File: src/rtl/ptr_pkg.sv
// Purpose: Shared constants and types for the program memory table reader.
// Assumes: One core clock, synchronous active-high reset.
// Notes:   Register selects are local indices on the special function port.
package ptr_pkg;

    // ------------------------------------------------------------------
    // Widths
    // ------------------------------------------------------------------
    localparam int PTR_W      = 22;
    localparam int PROG_W     = 21;
    localparam int CFG_BIT    = 21;
    localparam int WORD_W     = 16;
    localparam int BYTE_W     = 8;
    localparam int FIFO_DEPTH = 8;

    // ------------------------------------------------------------------
    // Register selects and field positions
    // ------------------------------------------------------------------
    localparam logic [1:0] SEL_PTR_LOW   = 2'h0;
    localparam logic [1:0] SEL_PTR_HIGH  = 2'h1;
    localparam logic [1:0] SEL_PTR_UPPER = 2'h2;
    localparam logic [1:0] SEL_LATCH     = 2'h3;
    localparam int         UPPER_USED    = 6;
    localparam int         LOW_LSB       = 0;
    localparam int         HIGH_LSB      = 8;
    localparam int         UPPER_LSB     = 16;

    // ------------------------------------------------------------------
    // Reset values
    // ------------------------------------------------------------------
    localparam logic [PTR_W-1:0]  PTR_RST   = 22'h000000;
    localparam logic [BYTE_W-1:0] LATCH_RST = 8'h00;

    // ------------------------------------------------------------------
    // Operations and states
    // ------------------------------------------------------------------
    typedef enum logic [2:0] {
        OP_READ_HOLD_POINTER   = 3'h0,
        OP_READ_THEN_INCREMENT = 3'h1,
        OP_READ_THEN_DECREMENT = 3'h2,
        OP_INCREMENT_THEN_READ = 3'h3,
        OP_TABLE_WRITE         = 3'h4
    } ptr_op_t;

    typedef enum logic [3:0] {
        ST_IDLE    = 4'h1,
        ST_ISSUE   = 4'h2,
        ST_CAPTURE = 4'h4,
        ST_WRITE   = 4'h8
    } ptr_state_t;

endpackage

File: src/rtl/ptr_fifo_if.sv
// Purpose: Carrier between the reader core and its byte FIFO.
// Assumes: Both ends on the core clock.
// Notes:   count is the registered occupancy.
`timescale 1ns/1ps
interface ptr_fifo_if #(
    parameter int WIDTH = 8,
    parameter int DEPTH = 8
);
    logic                       push_valid;
    logic                       push_ready;
    logic [WIDTH-1:0]           push_data;
    logic                       pop_valid;
    logic                       pop_ready;
    logic [WIDTH-1:0]           pop_data;
    logic [$clog2(DEPTH+1)-1:0] count;

    modport fifo (input push_valid, push_data, pop_ready,
                  output push_ready, pop_valid, pop_data, count);
    modport user (output push_valid, push_data, pop_ready,
                  input push_ready, pop_valid, pop_data, count);
endinterface

File: src/rtl/ptr_fifo.sv
// Purpose: Byte FIFO between the program memory read path and the latch.
// Assumes: Push and pop on the same clock.
// Notes:   Flags and count are registered; a pop frees room one edge later.
`timescale 1ns/1ps
module ptr_fifo #(
    parameter int WIDTH = 8,
    parameter int DEPTH = 8
) (
    input  wire logic i_ref_clk,
    input  wire logic i_sys_rst,
    ptr_fifo_if.fifo  port
);
    localparam int AW = $clog2(DEPTH);
    localparam int CW = $clog2(DEPTH+1);

    typedef struct packed {
        logic [DEPTH-1:0][WIDTH-1:0] mem;
        logic [AW-1:0]               wr_ptr;
        logic [AW-1:0]               rd_ptr;
        logic [CW-1:0]               count;
        logic                        full;
        logic                        empty;
    } ptr_fifo_state_t;

    ptr_fifo_state_t s_q;
    ptr_fifo_state_t s_d;
    logic            push;
    logic            pop;

    function automatic logic [AW-1:0] wrap_inc(input logic [AW-1:0] p);
        wrap_inc = (p == AW'(DEPTH-1)) ? '0 : AW'(p + 1'b1);
    endfunction

    assign push            = port.push_valid && !s_q.full;
    assign pop             = port.pop_ready && !s_q.empty;
    assign port.push_ready = !s_q.full;
    assign port.pop_valid  = !s_q.empty;
    assign port.pop_data   = s_q.mem[s_q.rd_ptr];
    assign port.count      = s_q.count;

    always_comb
    begin
        s_d = s_q;
        if (push)
        begin
            s_d.mem[s_q.wr_ptr] = port.push_data;
            s_d.wr_ptr          = wrap_inc(s_q.wr_ptr);
        end
        if (pop)
        begin
            s_d.rd_ptr = wrap_inc(s_q.rd_ptr);
        end
        if (push && !pop)
        begin
            s_d.count = CW'(s_q.count + 1'b1);
        end
        else if (pop && !push)
        begin
            s_d.count = CW'(s_q.count - 1'b1);
        end
        s_d.full  = (s_d.count == CW'(DEPTH));
        s_d.empty = (s_d.count == '0);
    end

    always_ff @(posedge i_ref_clk)
    begin
        if (i_sys_rst)
        begin
            s_q       <= '0;
            s_q.empty <= 1'b1;
        end
        else
        begin
            s_q <= s_d;
        end
    end

endmodule // ptr_fifo

File: src/rtl/ptr_table_reader.sv
// Purpose: Byte-wide table read path from 16-bit program memory to data space.
// Assumes: Program memory returns a word one cycle after o_mem_rd.
// Notes:   Fetched bytes queue in a FIFO and drain into the read latch.
`timescale 1ns/1ps

// Contract
// RQ1: Every table read moves exactly one byte.
// RQ2: One byte of a 16-bit program word is chosen per read.
// RQ3: Any byte address may start or end a table block.
// RQ4: Program memory is never written or erased in normal operation.
// RQ5: Table write outside programming mode takes two cycles and changes nothing.
// RQ6: Table write acts only in programming mode.
// RQ7: Pointer is 22 bits: upper low six bits, high byte, low byte.
// RQ8: Low 21 bits address program space; bit 21 selects configuration space.
// RQ9: Automatic increment and decrement change only the low 21 bits.
// RQ10: All 22 pointer bits select the byte loaded into the latch.
// RQ11: Four read forms: hold, post-increment, post-decrement, pre-increment.
// RQ12: Pointer bit 0 chooses high or low byte of the word.
// RQ13: Even address returns the low byte, odd the high byte.
// RQ14: Read latch is an 8-bit readable register holding the fetched byte.
// RQ15: Upper byte: bit 5 is configuration select, bits 4..0 pointer 20..16.
// RQ16: High byte holds pointer 15..8, low byte pointer 7..0.
// RQ17: Unimplemented pointer bits read as zero.
module ptr_table_reader
    import ptr_pkg::*;
#(
    parameter int DEPTH = ptr_pkg::FIFO_DEPTH
) (
    input  wire logic                       i_ref_clk,
    input  wire logic                       i_sys_rst,
    // Operation port from the core
    input  wire logic                       i_op_valid,
    input  wire ptr_pkg::ptr_op_t           i_op_kind,
    output logic                            o_op_ready,
    // Control register port
    input  wire logic                       i_csr_wr,
    input  wire logic                       i_csr_rd,
    input  wire logic [1:0]                 i_csr_sel,
    input  wire logic [ptr_pkg::BYTE_W-1:0] i_csr_wdata,
    output logic [ptr_pkg::BYTE_W-1:0]      o_csr_rdata,
    // Latch hand-off to data space
    output logic [ptr_pkg::BYTE_W-1:0]      o_latch,
    output logic                            o_latch_valid,
    input  wire logic                       i_latch_take,
    // Programming mode strap (asynchronous)
    input  wire logic                       i_prog_mode,
    // Program memory
    output logic                            o_mem_rd,
    output logic [ptr_pkg::PTR_W-2:0]       o_mem_word_addr,
    input  wire logic [ptr_pkg::WORD_W-1:0] i_mem_rdata,
    output logic                            o_mem_wr,
    output logic [ptr_pkg::PTR_W-1:0]       o_mem_waddr,
    output logic [ptr_pkg::BYTE_W-1:0]      o_mem_wdata
);
    import ptr_pkg::*;

    // ------------------------------------------------------------------
    // State
    // ------------------------------------------------------------------
    typedef struct packed {
        ptr_state_t          state;
        logic [PTR_W-1:0]    ptr;
        logic [BYTE_W-1:0]   latch;
        logic                latch_valid;
        logic                byte_hi;
        logic                op_ready;
        logic                mem_rd;
        logic [PTR_W-2:0]    mem_word_addr;
        logic                mem_wr;
        logic [PTR_W-1:0]    mem_waddr;
        logic [BYTE_W-1:0]   mem_wdata;
        logic [BYTE_W-1:0]   csr_rdata;
        logic                prog_s1;
        logic                prog_s2;
    } ptr_reader_state_t;

    localparam int CW = $clog2(DEPTH+1);

    ptr_reader_state_t s_q;
    ptr_reader_state_t s_d;
    logic              accept;
    logic [PTR_W-1:0]  read_addr;

    ptr_fifo_if #(.WIDTH(BYTE_W), .DEPTH(DEPTH)) fifo_bus ();

    ptr_fifo #(
        .WIDTH (BYTE_W),
        .DEPTH (DEPTH)
    ) u_fifo (
        .i_ref_clk (i_ref_clk),
        .i_sys_rst (i_sys_rst),
        .port      (fifo_bus.fifo)
    );

    // ------------------------------------------------------------------
    // Pointer arithmetic
    // ------------------------------------------------------------------
    // Carry and borrow stay inside the program field so that a walk past
    // either end never flips into configuration space.
    function automatic logic [PTR_W-1:0] step_ptr(input logic [PTR_W-1:0] p,
                                                  input logic              down);
        logic [PROG_W-1:0] low;
        low = down ? PROG_W'(p[PROG_W-1:0] - 1'b1) : PROG_W'(p[PROG_W-1:0] + 1'b1); // RQ9
        step_ptr = {p[CFG_BIT], low}; // RQ9
    endfunction

    function automatic logic [BYTE_W-1:0] read_reg(input logic [1:0]        sel,
                                                   input logic [PTR_W-1:0]  p,
                                                   input logic [BYTE_W-1:0] lat);
        unique case (sel)
            SEL_PTR_LOW:   read_reg = p[HIGH_LSB-1:LOW_LSB]; // RQ16
            SEL_PTR_HIGH:  read_reg = p[UPPER_LSB-1:HIGH_LSB]; // RQ16
            SEL_PTR_UPPER: read_reg = {2'h0, p[PTR_W-1:UPPER_LSB]}; // RQ15 RQ17
            SEL_LATCH:     read_reg = lat; // RQ14
        endcase
    endfunction

    // The form with pre-increment reads from the already stepped address.
    assign read_addr = (i_op_kind == OP_INCREMENT_THEN_READ) ? step_ptr(s_q.ptr, 1'b0) : s_q.ptr; // RQ11

    assign accept = s_q.op_ready && i_op_valid;

    // ------------------------------------------------------------------
    // FIFO hook-up
    // ------------------------------------------------------------------
    // One byte of the returned word is queued per read.
    assign fifo_bus.push_valid = (s_q.state == ST_CAPTURE); // RQ1
    assign fifo_bus.push_data  = s_q.byte_hi ? i_mem_rdata[WORD_W-1:BYTE_W]
                                             : i_mem_rdata[BYTE_W-1:0]; // RQ2 RQ12 RQ13
    // Latch drain stalls while the core has not taken the previous byte.
    assign fifo_bus.pop_ready  = !s_q.latch_valid || i_latch_take;

    // ------------------------------------------------------------------
    // Next state
    // ------------------------------------------------------------------
    always_comb
    begin
        s_d         = s_q;
        s_d.mem_rd  = 1'b0;
        s_d.mem_wr  = 1'b0;
        s_d.prog_s1 = i_prog_mode;
        s_d.prog_s2 = s_q.prog_s1;

        // Register writes; a pointer step in the same cycle takes priority
        if (i_csr_wr)
        begin
            unique case (i_csr_sel)
                SEL_PTR_LOW:   s_d.ptr[HIGH_LSB-1:LOW_LSB]   = i_csr_wdata; // RQ16
                SEL_PTR_HIGH:  s_d.ptr[UPPER_LSB-1:HIGH_LSB] = i_csr_wdata; // RQ16
                SEL_PTR_UPPER: s_d.ptr[PTR_W-1:UPPER_LSB]    = i_csr_wdata[UPPER_USED-1:0]; // RQ7 RQ15
                SEL_LATCH:     s_d.latch                     = i_csr_wdata; // RQ14
            endcase
        end

        unique case (s_q.state)
            ST_IDLE:
            begin
                if (accept)
                begin
                    if (i_op_kind == OP_TABLE_WRITE)
                    begin
                        s_d.state = ST_WRITE; // RQ5
                    end
                    else
                    begin
                        // Full 22-bit address: bit 21 picks configuration space
                        s_d.mem_rd        = 1'b1; // RQ4
                        s_d.mem_word_addr = read_addr[PTR_W-1:1]; // RQ8 RQ10
                        s_d.byte_hi       = read_addr[0]; // RQ3 RQ12
                        s_d.state         = ST_ISSUE;
                        unique case (i_op_kind)
                            OP_READ_THEN_INCREMENT: s_d.ptr = step_ptr(s_q.ptr, 1'b0); // RQ11
                            OP_READ_THEN_DECREMENT: s_d.ptr = step_ptr(s_q.ptr, 1'b1); // RQ11
                            OP_INCREMENT_THEN_READ: s_d.ptr = read_addr; // RQ11
                            default:                s_d.ptr = s_d.ptr; // RQ11
                        endcase
                    end
                end
            end
            ST_ISSUE:
            begin
                s_d.state = ST_CAPTURE;
            end
            ST_CAPTURE:
            begin
                s_d.state = ST_IDLE;
            end
            ST_WRITE:
            begin
                // Second cycle of the write; memory sees it only when programming
                if (s_q.prog_s2)
                begin
                    s_d.mem_wr    = 1'b1; // RQ6
                    s_d.mem_waddr = s_q.ptr; // RQ6
                    s_d.mem_wdata = s_q.latch; // RQ6
                end
                s_d.state = ST_IDLE; // RQ5
            end
        endcase

        // Latch update from the queue, after any register write to it
        if (i_latch_take)
        begin
            s_d.latch_valid = 1'b0;
        end
        if (fifo_bus.pop_valid && fifo_bus.pop_ready)
        begin
            s_d.latch       = fifo_bus.pop_data; // RQ10 RQ14
            s_d.latch_valid = 1'b1;
        end

        // Conservative room check: a byte may still land from the capture
        // now under way, so a read needs two free slots and the FIFO can still fill.
        s_d.op_ready = (s_d.state == ST_IDLE) && (fifo_bus.count <= CW'(DEPTH-2));

        if (i_csr_rd)
        begin
            s_d.csr_rdata = read_reg(i_csr_sel, s_q.ptr, s_q.latch); // RQ17
        end
    end

    // ------------------------------------------------------------------
    // Registers
    // ------------------------------------------------------------------
    always_ff @(posedge i_ref_clk)
    begin
        if (i_sys_rst)
        begin
            s_q       <= '0;
            s_q.state <= ST_IDLE;
            s_q.ptr   <= PTR_RST;
            s_q.latch <= LATCH_RST;
        end
        else
        begin
            s_q <= s_d;
        end
    end

    // ------------------------------------------------------------------
    // Outputs
    // ------------------------------------------------------------------
    assign o_op_ready      = s_q.op_ready;
    assign o_csr_rdata     = s_q.csr_rdata;
    assign o_latch         = s_q.latch;
    assign o_latch_valid   = s_q.latch_valid;
    assign o_mem_rd        = s_q.mem_rd;
    assign o_mem_word_addr = s_q.mem_word_addr;
    assign o_mem_wr        = s_q.mem_wr;
    assign o_mem_waddr     = s_q.mem_waddr;
    assign o_mem_wdata     = s_q.mem_wdata;

endmodule // ptr_table_reader

File: config.mk
export PLATFORM = sky130hd
export DESIGN_NAME = ptr_table_reader
export DESIGN_NICKNAME = d
export VERILOG_FILES = /design/src/rtl/ptr_pkg.sv /design/src/rtl/ptr_fifo_if.sv /design/src/rtl/ptr_fifo.sv /design/src/rtl/ptr_table_reader.sv
export SDC_FILE = /design/constraint.sdc
export NUM_CORES = 1
export LEC_CHECK = 0
export ABC_AREA = 1
export BUFFER_PORTS_ARGS = -buffer_cell sky130_fd_sc_hd__buf_4
export CAP_MARGIN = 20
export CORE_ASPECT_RATIO = 1.5
export CORE_MARGIN = 2
export CORE_UTILIZATION = 62
export DETAILED_ROUTE_END_ITERATION = 8
export GPL_TIMING_DRIVEN = 0
export HOLD_SLACK_MARGIN = 0.03
export PLACE_DENSITY = 0.88
export SYNTH_ARGS = -nofsm -noshare
export SYNTH_HDL_FRONTEND = slang
export SYNTH_SLANG_ARGS = --single-unit
File: constraint.sdc
create_clock -name i_ref_clk -period 4.4 [get_ports i_ref_clk]
set_input_delay 0 -clock i_ref_clk [delete_from_list [all_inputs] [get_ports i_ref_clk]]
set_output_delay 0 -clock i_ref_clk [all_outputs]
set_load 0.1 [all_outputs]
==> out/metrics.yaml <==
grt:
  grt_max_degree: 20
  grt_pass1_wl_um: 51700
  grt_usage: 0.405
  grt_pass1_vias: 9788
  grt_overflow_total: 0
  antenna_found_initial: 0
sta:
  fin_crit_ps: 2050
  fin_hold_ws_ps: 38.3
  finalMaxSlewViolations: 0
  finalSetupViolations: 0
  max_slew_margin: 0.397
  period_share: 0.467
  worstMarginPinSlew_ps: 904
  grt_setup_unrepaired: "no"
  fin_skew_ps: 16.9
  fmax_mhz: 487
  hold_viol_final: 0
  tns_ps: 0
cells_and_area:
  fillers: 1249
  drive_gt1_frac: 0.195
  layout_common_cells: "nand2_1 (211), a21oi_1 (203), buf_4 (177)"
  area_growth_pct: 19.0
  fin_nets: 1586
  multi_input_area_um2: 4680
  num_antenna_cells: 0
  seq_area_um2: 3520
  final_util: 0.760
  layout_commonest_cell: "nand2_1"
logic_synthesis:
  synth-xor-area-share: 0.0118
  yosys-top-cells-area: "dfxtp_1 (36%), a21oi_1 (11%), o21ai_0 (9.1%), nand2_1 (8.2%), nand3_1 (6.5%)"
  ys_types: 40
  synth_mux_area_frac: 0.0104
  synth_area_um2: 9670
  synthAdderAreaFrac: 0.0129
  synth_compound_area_frac: 0.223
  synth.top_cell.area_share: 0.365
  synth_top_family_by_area: "simple AND/OR/NAND/NOR gates"
  yosys_warnings: 0
  yosysSeqAreaShare: 0.365
  synth_nets: 1447
  synth.avg_cell_area_um2: 6.90
  synthCells: 1401
  synthSimpleGateAreaFrac: 0.226
  yosys_register_bits: 176
  synth_area_leader_cell: "dfxtp_1"
power_and_ir_drop:
  swShare: 0.441
  p_int_mw: 3.27
  ir_drop_mv: 0.345
  switchingPower_mw: 2.58
  power_frac_seq: 0.320
  p_per_area_nw_per_um2: 509
  comb_power_share: 0.400
  power_leakage_nw: 4.87
  power.share.clock: 0.280
min_path:
  hold_class: "primary input to flip-flop"
place:
  dpl.hpwl_um: 24100
  portBuffers: 105
  place.gp.congestion: 0.981
detailed_routing:
  drt_first_pass_iters: 5
  drt_iter0_drc: 888
  wl_per_cell_um: 19.2
  vias: 10400
  wl_um: 33600
  viasPerCell: 5.96
  drtAntennaViolNets: 0
  drc: 0
die:
  initial_core_util: 0.638
  die_h_um: 157
  die_w_um: 106
  core_area_um2: 15100
  boundaryPins: 107
  rows: 55
  dieArea_um2: 16600
critical_path:
  crit_type: "flip-flop to flip-flop"
  cpMostUsedCell: "nor2_1"
  worstSetupEndpointType: "flip-flop"
  start_kind: "flip-flop"
  cp_max_fo: 10
  path_cells: "inv_1 > ha_1 > nand2_2 > nor2_4 > nand2_2 > nor2_1 > nand2_1 > nand2_1 > nor2_1 > nor2_1 > nor2_1"
  required_ps: 4730
  critical-path-max-stage-delay_ps: 430
  cp.arrival_ps: 2390
  critPathSlowestCell: "dfxtp_1"
clock_network:
  clockRootBuffer: "clkbuf_16"
  cts_buffers: 17
  htreeDepth: 4
  clock_sinks: 176
  post_cts_buffers: 0
  tritoncts: "done"
  path_clk_slew_ps: 80
  cts_max_path_buffers: 2
  insertion_delay_ps: 440
job:
  cap_violations: 0
status:
  status: "finished clean"
stage by stage:
| stage | power, mW | std cells | setup slack [ps] | area [um^2] |
|---|---|---|---|---|
| after floorplan | 3.56 | 1401 | 2270 | 9670 |
| after global placement | 4.12 | 1705 | 2410 | 10700 |
| after detailed placement | 4.15 | 1705 | 2400 | 10700 |
| after CTS | 5.78 | 1752 | 2400 | 11500 |
| after global routing | 6.05 | 1752 | 2250 | 11500 |
| final | 5.85 | 1752 | 2350 | 11500 |
per-layer routing:
layer  track usage  vias up  wire length, um
met3        0.0820      216             3280
li1              -     4874                -
met1         0.424     4722            11200
met4         0.308        0             3020
met5             0        -                0
met2         0.710      637            16100
path summary, 6_finish.rpt:
path                startpoint  endpoint  slack, ps  cells after the start
setup / recovery       s_q[74]   s_q[92]       2350                     11
hold / removal    i_op_kind[2]   s_q[92]         40                      6
setup reg to reg       s_q[74]   s_q[92]       2350                     11
hold reg to reg         s_d[0]    s_q[0]        410                      2
worst max-delay path, delay by kind of cell (launching register included):
kind,cells,cell delay (ps)
simple gates,9,960
buf+inv,1,280
fa+ha+maj,1,280
flops,1,430
sequential cells by signal (all words and copies together) (netlist names):
signal             cells
o_csr_rdata            8
o_latch                8
o_latch_valid          1
o_mem_rd               1
o_mem_waddr           22
o_mem_wdata            8
o_mem_word_addr       21
o_mem_wr               1
o_op_ready             1
s_d                    1
s_q                   28
u_fifo.port.count      4
u_fifo.s_q            72
Yosys cell counts:
cell      number
nor2_2        13
nor3b_1        1
buf_1          2
o21ai_1       11
xor2_1        11
a31oi_1        2
nor2_1        88
nand4_1        9
xnor2_1        2
nand3_2        4
nand2_2        8
ha_1          10
and2_1         1
a21o_1         1
o21ai_0      176
nor3_1         9
mux2_2         8
nand2_1      211
a21oi_4        1
mux2i_1        1
inv_1        131
buf_6          7
nand3_1      126
nand2_4        1
nand3b_1       2
nor3_2         2
a21oi_1      203
clkbuf_1      35
clkinv_1       5
dfxtp_1      176
a211oi_1       6
o21a_1         1
or2_2          1
clkbuf_2       1
nor2_4         8
a41oi_1        2
o211ai_1      13
inv_2          7
buf_2         33
buf_4         72
kinds of logic after synthesis:
logic type | after synthesis
muxes | 9
DFF | 176
adders and majority gates | 10
and+or+nand+nor | 484
xor gates and xnor gates | 13
buffers and inverters | 293
AOI/OAI and AO/OA | 416
final cells by class:
cell class | count | share of cell area
Buffer | 150 | 0.0807
Multi-Input combinational cell | 932 | 0.407
Inverter | 143 | 0.0467
Clock inverter | 15 | 0.0192
Timing Repair Buffer | 120 | 0.0816
Clock buffer | 17 | 0.0370
Tap cell | 199 | 0.0217
Sequential cell | 176 | 0.306
power groups by stage:
stage	registers [mW]	logic, mW	clock network, mW
6_report	1.87	2.34	1.64
5_1_grt	1.88	2.48	1.69
4_1_cts	1.86	2.28	1.63
3_5_place_dp	1.90	2.25	0
3_3_place_gp	1.89	2.23	0
2_1_floorplan	1.92	1.65	0
repair_timing:
action                                 CTS  global route
endpoints found under the hold margin   19             0
hold buffers                            15             0
resized for setup                        0             0
No activity file was read; power rests on OpenSTA's default activity.
